`config.mk`:
```
export PLATFORM = sky130hd
export DESIGN_NAME = pmtc_top
export DESIGN_NICKNAME = d
export VERILOG_FILES = /design/src/pmtc_tick.v /design/src/pmtc_timer.v /design/src/pmtc_top.v
export VERILOG_INCLUDE_DIRS = /design/src /design/src/inc
export SDC_FILE = /design/constraint.sdc
export NUM_CORES = 1
export LEC_CHECK = 0
export ABC_AREA = 0
export BUFFER_PORTS_ARGS = -buffer_cell sky130_fd_sc_hd__buf_4
export CAP_MARGIN = 20
export CORE_MARGIN = 2
export CORE_UTILIZATION = 25
export DETAILED_ROUTE_END_ITERATION = 7
export MAX_ROUTING_LAYER = met4
export PLACE_DENSITY_LB_ADDON = 0.15
export SLEW_MARGIN = 20
export SYNTH_ARGS = -nofsm -noshare
export SYNTH_HDL_FRONTEND = slang
export SYNTH_HIERARCHICAL = 1
export SYNTH_SLANG_ARGS = --single-unit
```
`constraint.sdc`:
```
create_clock -name ref_clk_in -period 7.05 [get_ports ref_clk_in]
set_clock_uncertainty 0.2 [all_clocks]
set_input_delay 0.3525 -clock ref_clk_in [delete_from_list [all_inputs] [get_ports ref_clk_in]]
set_output_delay 0.3525 -clock ref_clk_in [all_outputs]
set_load 0.02 [all_outputs]
```
`src/inc/pmtc_defines.vh`:
```
/*
  Shared constants of the presence coordination block: timing figures,
  counter widths and fixed delays.
  Assumes a single 100 MHz clock; every slower rate is derived by division.
*/
`ifndef PMTC_DEFINES_VH
`define PMTC_DEFINES_VH

// Clock period and one second, both in ns
`define PMTC_CLK_PERIOD_NS 10
`define PMTC_SEC_NS        1000000000
// Clock cycles per one-second tick
`define PMTC_SEC_CYCLES    (`PMTC_SEC_NS / `PMTC_CLK_PERIOD_NS)
// Width of the one-second divider counter
`define PMTC_DIV_W         27

// Width of every seconds timer
`define PMTC_TMR_W         16
// Standard delay after the last motion: 10 s
`define PMTC_STD_DELAY_S   16'h000A

// Reset values of the telegram and status flops and of the timer counts
`define PMTC_RST_BIT       1'b0
`define PMTC_RST_TMR       16'h0000

`endif

```
`src/pmtc_tick.v`:
```
/*
  One-second enable generator: a free running divider that issues a
  single-cycle pulse every DIV clock cycles.
  Assumes DIV is at least 2 and fits the divider width.
*/
`timescale 1ns/10ps
`include "pmtc_defines.vh"

module pmtc_tick #(
  parameter DIV = `PMTC_SEC_CYCLES
) (
  input  wire ref_clk_in,
  input  wire rst_in,
  output reg  tick_out
);

  // Cut on purpose: DIV is a 32-bit parameter but always fits the divider
  localparam [31:0]            LAST_FULL = DIV - 1;
  localparam [`PMTC_DIV_W-1:0] LAST      = LAST_FULL[`PMTC_DIV_W-1:0];

  reg [`PMTC_DIV_W-1:0] div_ff;

  always @(posedge ref_clk_in or posedge rst_in) begin
    if (rst_in) begin
      div_ff   <= {`PMTC_DIV_W{1'b0}};
      tick_out <= `PMTC_RST_BIT;
    end else if (div_ff == LAST) begin
      div_ff   <= {`PMTC_DIV_W{1'b0}};
      tick_out <= 1'b1;
    end else begin
      div_ff   <= div_ff + {{(`PMTC_DIV_W-1){1'b0}}, 1'b1};
      tick_out <= 1'b0;
    end
  end

endmodule

```
`src/pmtc_timer.v`:
```
/*
  Seconds countdown timer. A load restarts it, a clear stops it silently,
  and it pulses expire_out for one cycle when the count reaches zero.
  Loading zero expires at once. Assumes tick_in is a one-cycle pulse.
*/
`timescale 1ns/10ps
`include "pmtc_defines.vh"

module pmtc_timer (
  input  wire                   ref_clk_in,
  input  wire                   rst_in,
  input  wire                   tick_in,
  input  wire                   load_in,
  input  wire [`PMTC_TMR_W-1:0] load_val_in,
  input  wire                   clr_in,
  output reg                    busy_out,
  output reg                    expire_out
);

  reg [`PMTC_TMR_W-1:0] cnt_ff;
  reg [`PMTC_TMR_W-1:0] nxt_cnt;
  reg                   nxt_exp;

  always @* begin
    nxt_cnt = cnt_ff;
    nxt_exp = 1'b0;
    if (clr_in) begin
      nxt_cnt = `PMTC_RST_TMR;
    end else if (load_in) begin
      nxt_cnt = load_val_in;
      nxt_exp = (load_val_in == `PMTC_RST_TMR);
    end else if (tick_in && cnt_ff != `PMTC_RST_TMR) begin
      nxt_cnt = cnt_ff - {{(`PMTC_TMR_W-1){1'b0}}, 1'b1};
      nxt_exp = (nxt_cnt == `PMTC_RST_TMR);
    end
  end

  always @(posedge ref_clk_in or posedge rst_in) begin
    if (rst_in) begin
      cnt_ff     <= `PMTC_RST_TMR;
      busy_out   <= `PMTC_RST_BIT;
      expire_out <= `PMTC_RST_BIT;
    end else begin
      cnt_ff     <= nxt_cnt;
      busy_out   <= (nxt_cnt != `PMTC_RST_TMR);
      expire_out <= nxt_exp;
    end
  end

endmodule

```
`src/pmtc_top.v`:
```
/*
  Coordination logic of a presence detector acting as main unit or as
  extension: light switching telegrams, cyclic motion reports, remote
  disabling of the dusk check and the sensor lockout from status feedback.
  Assumes every bus telegram arrives as a one-cycle valid strobe with its
  1-bit value, synchronous to ref_clk_in, and that telegram outputs are
  one-cycle strobes picked up by the bus interface outside.
*/
// What this block does
// - Any lockout-input telegram restarts the lockout time
// - Main sends ON when motion under dusk
// - Universal scheme: dusk-disable ON at detection start
// - Run-on expiry: OFF to actuator unless staircase, and to extensions in universal scheme only
// - Extension obeys dusk-disable ON and OFF unless staircase (partner)
// - Extension reports motion cyclically while sensing it
// - Reports count as motion; silence starts run-on
// - Dusk-disable telegrams sent even if brightness-independent
// - Staircase: cyclic ON until the ten-second hold ends, then silence
// - Partner extension: external ON disables dusk check
// - Partner: ON restarts run-on; expiry re-enables check
// - Partner: external OFF re-enables dusk check at once
// - Partner mode uses run-on delay as actuator time
// - Hold is ten seconds, then the run-on delay
`timescale 1ns/10ps
`include "pmtc_defines.vh"

module pmtc_top #(
  parameter SEC_CYCLES = `PMTC_SEC_CYCLES
) (
  input  wire                   ref_clk_in,
  input  wire                   rst_in,
  // Configuration
  input  wire                   role_main_in,
  input  wire                   universal_mode_in,
  input  wire                   staircase_mode_in,
  input  wire                   dusk_indep_cfg_in,
  input  wire [`PMTC_TMR_W-1:0] run_on_sec_in,
  input  wire [`PMTC_TMR_W-1:0] cycle_sec_in,
  input  wire [`PMTC_TMR_W-1:0] lockout_sec_in,
  // Sensor side
  input  wire                   motion_in,
  input  wire                   bright_below_in,
  // Received telegrams
  input  wire                   ext_motion_valid_in,
  input  wire                   ext_motion_val_in,
  input  wire                   dusk_check_disable_input_valid_in,
  input  wire                   dusk_check_disable_input_val_in,
  input  wire                   sensor_lockout_input_valid_in,
  input  wire                   sensor_lockout_input_val_in,
  // Transmitted telegrams
  output reg                    switch_tx_out,
  output reg                    switch_val_out,
  output reg                    dusk_tx_out,
  output reg                    dusk_val_out,
  output reg                    motion_tx_out,
  // Status
  output reg                    lockout_active_out,
  output reg                    dusk_disabled_out,
  output reg                    detect_active_out,
  output reg                    run_on_active_out
);

  localparam [1:0] ST_IDLE  = 2'h0;
  localparam [1:0] ST_HOLD  = 2'h1;
  localparam [1:0] ST_RUNON = 2'h2;

  wire sec_tick;
  wire lock_busy;
  wire std_expire;
  wire run_expire;
  wire cyc_expire;
  wire part_expire;

  reg [1:0] state_ff;
  reg [1:0] nxt_state;
  reg       dusk_dis_ff;
  reg       nxt_dusk_dis;
  reg       rep_on_ff;
  reg       nxt_rep_on;

  reg       nxt_sw_tx;
  reg       nxt_sw_val;
  reg       nxt_dk_tx;
  reg       nxt_dk_val;
  reg       nxt_mot_tx;
  reg       std_load;
  reg       run_load;
  reg       run_clr;
  reg       cyc_load;
  reg       part_load;

  pmtc_tick #(
    .DIV (SEC_CYCLES)
  ) u_tick (
    .ref_clk_in (ref_clk_in),
    .rst_in     (rst_in),
    .tick_out   (sec_tick)
  );

  // status change restarts lockout
  // The value is ignored on purpose: switching on and off both lock.
  pmtc_timer u_lock (
    .ref_clk_in  (ref_clk_in),
    .rst_in      (rst_in),
    .tick_in     (sec_tick),
    .load_in     (sensor_lockout_input_valid_in),
    .load_val_in (lockout_sec_in),
    .clr_in      (1'b0),
    .busy_out    (lock_busy),
    .expire_out  ()
  );

  pmtc_timer u_std (
    .ref_clk_in  (ref_clk_in),
    .rst_in      (rst_in),
    .tick_in     (sec_tick),
    .load_in     (std_load),
    .load_val_in (`PMTC_STD_DELAY_S),
    .clr_in      (1'b0),
    .busy_out    (),
    .expire_out  (std_expire)
  );

  pmtc_timer u_run (
    .ref_clk_in  (ref_clk_in),
    .rst_in      (rst_in),
    .tick_in     (sec_tick),
    .load_in     (run_load),
    .load_val_in (run_on_sec_in),
    .clr_in      (run_clr),
    .busy_out    (),
    .expire_out  (run_expire)
  );

  // Shared by staircase ON repeats (main) and motion reports (extension)
  pmtc_timer u_cyc (
    .ref_clk_in  (ref_clk_in),
    .rst_in      (rst_in),
    .tick_in     (sec_tick),
    .load_in     (cyc_load),
    .load_val_in (cycle_sec_in),
    .clr_in      (1'b0),
    .busy_out    (),
    .expire_out  (cyc_expire)
  );

  pmtc_timer u_part (
    .ref_clk_in  (ref_clk_in),
    .rst_in      (rst_in),
    .tick_in     (sec_tick),
    .load_in     (part_load),
    .load_val_in (run_on_sec_in),
    .clr_in      (1'b0),
    .busy_out    (),
    .expire_out  (part_expire)
  );

  wire partner  = ~role_main_in & staircase_mode_in;
  wire ext_on   = ext_motion_valid_in & ext_motion_val_in;
  wire ext_off  = ext_motion_valid_in & ~ext_motion_val_in;
  wire own_mot  = motion_in & ~lock_busy;
  // partner does not take ON as motion
  wire ext_mot  = ext_on & ~partner;
  wire any_mot  = own_mot | ext_mot;
  wire dusk_ok  = bright_below_in | dusk_indep_cfg_in | dusk_dis_ff;
  wire stair_mn = role_main_in & staircase_mode_in;
  wire univ_mn  = role_main_in & universal_mode_in & ~staircase_mode_in;

  // Dusk-check disable state of an extension
  always @* begin
    nxt_dusk_dis = dusk_dis_ff;
    part_load    = 1'b0;
    if (role_main_in) begin
      nxt_dusk_dis = 1'b0;
    end else if (partner) begin
      if (ext_on) begin
        nxt_dusk_dis = 1'b1;
        part_load    = 1'b1;
      end else if (ext_off) begin
        nxt_dusk_dis = 1'b0;
      end else if (part_expire) begin
        nxt_dusk_dis = 1'b0;
      end
    end else if (dusk_check_disable_input_valid_in) begin
      nxt_dusk_dis = dusk_check_disable_input_val_in;
    end
  end

  // Detection sequence of the main unit and motion reports of extensions
  always @* begin
    nxt_state  = state_ff;
    nxt_rep_on = rep_on_ff;
    nxt_sw_tx  = 1'b0;
    nxt_sw_val = switch_val_out;
    nxt_dk_tx  = 1'b0;
    nxt_dk_val = dusk_val_out;
    nxt_mot_tx = 1'b0;
    std_load   = 1'b0;
    run_load   = 1'b0;
    run_clr    = 1'b0;
    cyc_load   = 1'b0;
    if (!role_main_in) begin
      nxt_state = ST_IDLE;
      run_clr   = 1'b1;
      if (!own_mot) begin
        nxt_rep_on = 1'b0;
      end else if (!rep_on_ff && dusk_ok) begin
        nxt_rep_on = 1'b1;
        nxt_mot_tx = 1'b1;
        cyc_load   = 1'b1;
      end else if (rep_on_ff && cyc_expire) begin
        nxt_mot_tx = 1'b1;
        cyc_load   = 1'b1;
      end
    end else begin
      nxt_rep_on = 1'b0;
      case (state_ff)
        ST_IDLE: begin
          if (any_mot && dusk_ok) begin
            nxt_state  = ST_HOLD;
            std_load   = 1'b1;
            nxt_sw_tx  = 1'b1;
            nxt_sw_val = 1'b1;
            cyc_load   = stair_mn;
            // dusk-disable ON regardless of own check
            nxt_dk_tx  = univ_mn;
            nxt_dk_val = univ_mn ? 1'b1 : dusk_val_out;
          end
        end
        ST_HOLD: begin
          if (any_mot) begin
            std_load = 1'b1;
          end else if (std_expire) begin
            nxt_state = ST_RUNON;
            run_load  = 1'b1;
          end
          if (stair_mn && cyc_expire) begin
            nxt_sw_tx  = 1'b1;
            nxt_sw_val = 1'b1;
            cyc_load   = 1'b1;
          end
        end
        ST_RUNON: begin
          if (any_mot) begin
            // Retrigger: staircase resumes its ON repeats at once
            nxt_state  = ST_HOLD;
            std_load   = 1'b1;
            run_clr    = 1'b1;
            nxt_sw_tx  = stair_mn;
            cyc_load   = stair_mn;
          end else if (run_expire) begin
            nxt_state = ST_IDLE;
            nxt_sw_tx  = ~staircase_mode_in;
            nxt_sw_val = staircase_mode_in ? switch_val_out : 1'b0;
            nxt_dk_tx  = univ_mn;
            nxt_dk_val = univ_mn ? 1'b0 : dusk_val_out;
          end
        end
        default: begin
          nxt_state = ST_IDLE;
        end
      endcase
    end
  end

  always @(posedge ref_clk_in or posedge rst_in) begin
    if (rst_in) begin
      state_ff           <= ST_IDLE;
      dusk_dis_ff        <= `PMTC_RST_BIT;
      rep_on_ff          <= `PMTC_RST_BIT;
      switch_tx_out      <= `PMTC_RST_BIT;
      switch_val_out     <= `PMTC_RST_BIT;
      dusk_tx_out        <= `PMTC_RST_BIT;
      dusk_val_out       <= `PMTC_RST_BIT;
      motion_tx_out      <= `PMTC_RST_BIT;
      lockout_active_out <= `PMTC_RST_BIT;
      dusk_disabled_out  <= `PMTC_RST_BIT;
      detect_active_out  <= `PMTC_RST_BIT;
      run_on_active_out  <= `PMTC_RST_BIT;
    end else begin
      state_ff           <= nxt_state;
      dusk_dis_ff        <= nxt_dusk_dis;
      rep_on_ff          <= nxt_rep_on;
      switch_tx_out      <= nxt_sw_tx;
      switch_val_out     <= nxt_sw_val;
      dusk_tx_out        <= nxt_dk_tx;
      dusk_val_out       <= nxt_dk_val;
      motion_tx_out      <= nxt_mot_tx;
      lockout_active_out <= lock_busy;
      dusk_disabled_out  <= nxt_dusk_dis;
      detect_active_out  <= (nxt_state == ST_HOLD) | nxt_rep_on;
      run_on_active_out  <= (nxt_state == ST_RUNON);
    end
  end

endmodule
```
==> metrics.txt, run 1 <==
RSZ-0062 raised after global routing false; vias 7983; dpl hpwl 18300 µm; Syn Area/Cell 8.57 µm²; Multi-input gate area 5440 µm²; WL/cell 16.2 µm; nets 1221; worst hold path type in2reg; die width 194 µm; Setup TNS 0 ps; share of cells above drive strength 1 14.8%; CP Cell Sequence inv_1 -> ha_1 -> or3b_1 -> nor3_2 -> a21oi_1 -> o31a_1 -> a311o_1 -> nor4_2 -> nand4b_1; drt pass-1 iters 5; H-tree depth 4; initial antenna violation count 0; first-pass GRT wire length 42900 µm; Die ar. 37600 µm²; min Tclk post-route 3300 ps; Root Buffer clkbuf_16; Required @ worst endpoint 7140 ps; Max FO, Critical Path 8; final-layout fill cell count 3867; Routability Congestion 0.789; VDD IR max 0.172 mV; CP Capture Type flip-flop; drt via density 4.95; # IOs 71; max-capacitance violation count 0; Final Util 30.2%; Overflow after GRT 0; Starting Density 25.3%; Clock Latency Late Sink 430 ps; CTS tree yes; First DRT Iteration DRCs 446; I/O Buffers 69; GRT Total Usage 14.5%; core area 35600 µm²; Post-DRT Antenna Nets 0; floorplan row count 69; Mapped Area 9020 µm²; crit path kind reg2reg; Layout area overhead 19.2%; period utilization 46.8%; final setup fails 0; Startpoint Class flip-flop; Hold Vio Cnt, Final 0; status completed; Pleak 4.81 nW; DIE HEIGHT 194 µm; clk sinks 125; vias in the first global route 7769; Power Density 186 nW/µm²; slowest stage delay, CP 520 ps; buffers and inverters on the worst path 1; clk slew on worst S/H paths 60 ps; worst slew pin tran 788 ps; slowest stage cell, crit path nor3_2; Max clock buf depth 2; Fmax 0.303 GHz; leading cell types in the layout, fill and taps excluded dfrtp_1, inv_1, a21oi_1; most common cell after layout, fill and taps aside dfrtp_1; Yosys Warn Count 6; final WL 26100 µm; drc violations 0; Antenna diodes 0; FF/Latch Area 3130 µm²; largest net degree at the start of global routing 49; slew margin rel. 47.4%; Final Max Slew Viols 0; delay-heaviest family, CP simple AND/OR/NAND/NOR gates; total CTS buffers 17; Syn Inst Count 1052; CP arrival 3390 ps
## power breakdown
| group | internal (mW) | leakage (nW) | switching [mW] |
|---|---|---|---|
| combinational | 0.134 | 2.82 | 0.195 |
| clock | 0.562 | 0.296 | 0.337 |
| sequential | 0.740 | 1.69 | 0.0335 |
| total | 1.44 | 4.81 | 0.565 |
## worst min-delay path: cells and delay by family
family	cells	cell delay [ps]
buf+inv	1	80
simple gates	2	160
## timing repair
item,in CTS,in global routing
hold endpoints to repair,134,0
buffers inserted,0,0
hold buffers,9,0
gates resized for setup,0,0
## per-layer routing
layer  up-vias  routed length [µm]  track usage [%]
met2        93               11900             22.4
met3         9                 718             2.40
met4         0                 233             4.01
met1      3865               13200             19.7
li1       4016                   -                -
met5         -                   0                -
## final timing paths
| kind | start | to | slack, ps | cells after the start |
|---|---|---|---|---|
| worst max-delay path | u_lock/cnt_ff[0] | u_lock/busy_out | 3750 | 9 |
| worst min-delay path | cycle_sec_in[11] | u_cyc/cnt_ff[11] | 20 | 3 |
| worst max register to register | u_lock/cnt_ff[0] | u_lock/busy_out | 3750 | 9 |
| worst min register to register | u_lock/busy_out | lockout_active_out | 170 | 0 |
| max in group asynchronous | rst_in | u_run/cnt_ff[4] | 5630 | 3 |
| min in group asynchronous | rst_in | u_tick/div_ff[22] | 440 | 4 |
## cell type report
cell class | instances | share of cell area [%]
well taps | 461 | 5.37
inverters | 97 | 3.39
clock buffers | 24 | 4.67
multi-input cells | 814 | 50.6
flip-flops and latches | 125 | 29.1
clock inverters | 7 | 0.792
repair buffers | 84 | 6.08
## metrics by stage
stage | setup slack, ps | power (mW) | cells | area (µm²) | hold WS (ps)
after floorplan | 4230 | 1.01 | 1088 | 9150 | 17.2
after global placement | 3830 | 1.11 | 1572 | 10100 | 148
after detailed placement | 3810 | 1.11 | 1572 | 10100 | 152
after CTS | 3780 | 2.04 | 1612 | 10700 | 5.89
after global routing | 3620 | 2.11 | 1612 | 10700 | 20.9
final | 3750 | 2.00 | 1612 | 10700 | 22.9
## state kept, by name (all words and copies together) (netlist names), 2 cells and up
name	count
u_part/cnt_ff	16
u_lock/cnt_ff	16
state_ff	2
u_tick/div_ff	27
u_std/cnt_ff	16
u_run/cnt_ff	16
u_cyc/cnt_ff	16
Power figures use the tool's default switching activity.
==> run 2, diff against run 1 <==
==> constraint.sdc (replaced) <==
create_clock -name ref_clk_in -period 3.02 [get_ports ref_clk_in]
set_clock_uncertainty 0.2 [all_clocks]
set_input_delay 0.151 -clock ref_clk_in [delete_from_list [all_inputs] [get_ports ref_clk_in]]
set_output_delay 0.151 -clock ref_clk_in [all_outputs]
set_load 0.02 [all_outputs]
==> run 2 against run 1 <==
Against the previous run:
- global-route usage increased by 0.74 points
- worst hold slack got worse by 9.7 ps
- non-clock buffer count increased by 61
- final cell count increased by 3.8%
- wire length increased by 4.1%
- maximum frequency increased by 13%
- sequential share of layout area decreased by 1.7 points
- worst setup slack got worse by 3600 ps
- first-iteration DRC count decreased by 12%
==> metrics.txt, run 2 (synthesized netlist as in run 1, its figures left out) <==
largest reg by FF count u_tick/div_ff; First DRT Iteration DRCs 392; Required @ worst endpoint 3120 ps; clock power share 44.5%; vias in the first global route 8262; vias 8268; dpl hpwl 19100 µm; Hold Vio Cnt, Final 0; final WL 27100 µm; buffers and inverters on the worst path 0; Max FO, Critical Path 5; slew margin rel. 48.1%; Final Util 32.1%; drt pass-1 iters 5; delay-heaviest family, CP simple AND/OR/NAND/NOR gates; Reg power frac 37.5%; Clock Latency Late Sink 430 ps; postcts setup bufs 0; nets 1282; Layout area overhead 26.7%; dpl ws 39.3 ps; clk slew on worst S/H paths 70 ps; Routability Congestion 0.808; total power draw 4.82 mW; drt via density 4.94; Final Max Slew Viols 0; P_int 3.36 mW; min Tclk post-route 2920 ps; clk sinks 125; CTS tree yes; Gate power share 18.0%; die width 194 µm; period utilization 96.5%; Starting Density 25.3%; fin worst setup slack 104 ps; Antenna diodes 0; total CTS buffers 17; Max clock buf depth 2; Root Buffer clkbuf_16; Pleak 5.07 nW; worst slew pin tran 772 ps; leading cell types in the layout, fill and taps excluded dfrtp_1, inv_1, buf_4; core area 35600 µm²; Fmax 0.343 GHz; WL/cell 16.2 µm; P_sw 1.46 mW; GRT Total Usage 15.3%; first-pass GRT wire length 44900 µm; # IOs 71; most common cell after layout, fill and taps aside dfrtp_1; slowest stage cell, crit path or4b_1; Overflow after GRT 0; Sw Ratio 30.3%; slowest stage delay, CP 550 ps; CP Capture Type flip-flop; largest net degree at the start of global routing 48; VDD IR max 0.354 mV; CP Cell Sequence or3_4 -> or4b_1 -> a211o_1 -> a221oi_2 -> o211ai_1 -> nor4_4 -> nand4b_1; hold slack 13.2 ps; worst hold path type in2reg; H-tree depth 4; max FFs per register 27; floorplan row count 69; DIE HEIGHT 194 µm; I/O Buffers 69; CP arrival 3020 ps; drc violations 0; RSZ-0062 raised after global routing true; Post-DRT Antenna Nets 0; max-capacitance violation count 0; Die ar. 37600 µm²; status completed; initial antenna violation count 0; crit path kind reg2reg; share of cells above drive strength 1 16.1%; final setup fails 0; Startpoint Class flip-flop; Power Density 422 nW/µm²
-- run 2: cell types whose count changed in the layout (fill, tap and decap cells not counted), sizes merged --
cell,change
clkinv,+1
inv,+5
clkinvlp,+1
dlygate4sd3,+44
clkbuf,-6
buf,+17
-- run 2: layer usage --
metal / wire (µm) / up-vias / share of wire [%] / track usage [%]
met5: 0 / - / 0 / -
met4: 284 / 0 / 1.0 / 3.90
met3: 730 / 19 / 2.7 / 2.61
met2: 12800 / 121 / 47 / 23.8
met1: 13400 / 3986 / 49 / 20.5
li1: - / 4142 / - / -
-- run 2: worst paths after layout --
check	from	to	slack (ps)	depth (start not counted)
max	u_lock/cnt_ff[11]	u_lock/busy_out	100	7
min	lockout_sec_in[4]	u_lock/cnt_ff[4]	10	6
max reg2reg	u_lock/cnt_ff[11]	u_lock/busy_out	100	7
min reg2reg	u_lock/busy_out	lockout_active_out	170	0
max in group asynchronous	rst_in	u_run/cnt_ff[12]	1830	3
min in group asynchronous	rst_in	lockout_active_out	210	3
-- run 2: per-stage QoR --
| stage | area, µm² | TNS [ps] | cells |
|---|---|---|---|
| finish | 11400 | 0 | 1674 |
| global route | 11400 | -16.8 | 1674 |
| CTS | 11400 | 0 | 1674 |
| detailed placement | 10200 | 0 | 1589 |
| global placement | 10200 | 0 | 1589 |
| floorplan | 9150 | 0 | 1088 |
-- run 2: power by group through the flow --
stage,clock (mW),sequential [mW],combinational (mW)
floorplan,0,1.82,0.529
global placement,0,1.83,0.790
detailed placement,0,1.83,0.788
CTS,2.21,1.80,0.846
global route,2.30,1.82,0.959
finish,2.14,1.81,0.865
-- run 2: worst min-delay path, stage by stage --
cell	delay, ps
buf_4	110
inv_1	50
a21oi_1	90
o31ai_2	90
buf_4	110
inv_1	30
-- run 2: cell type report --
type	instances	area (µm²)
Sequential cell	125	3130
Clock buffer	18	439
Clock inverter	14	160
Multi-Input combinational cell	814	5500
Tap cell	461	577
Timing Repair Buffer	145	1260
Inverter	97	364
Fill cell	3806	24100
-- run 2: timing repair --
action                     in CTS  in global routing
gates resized for setup         0                 10
hold endpoints to repair      196                  0
hold buffers                   53                  0
setup endpoints to repair       0                  2
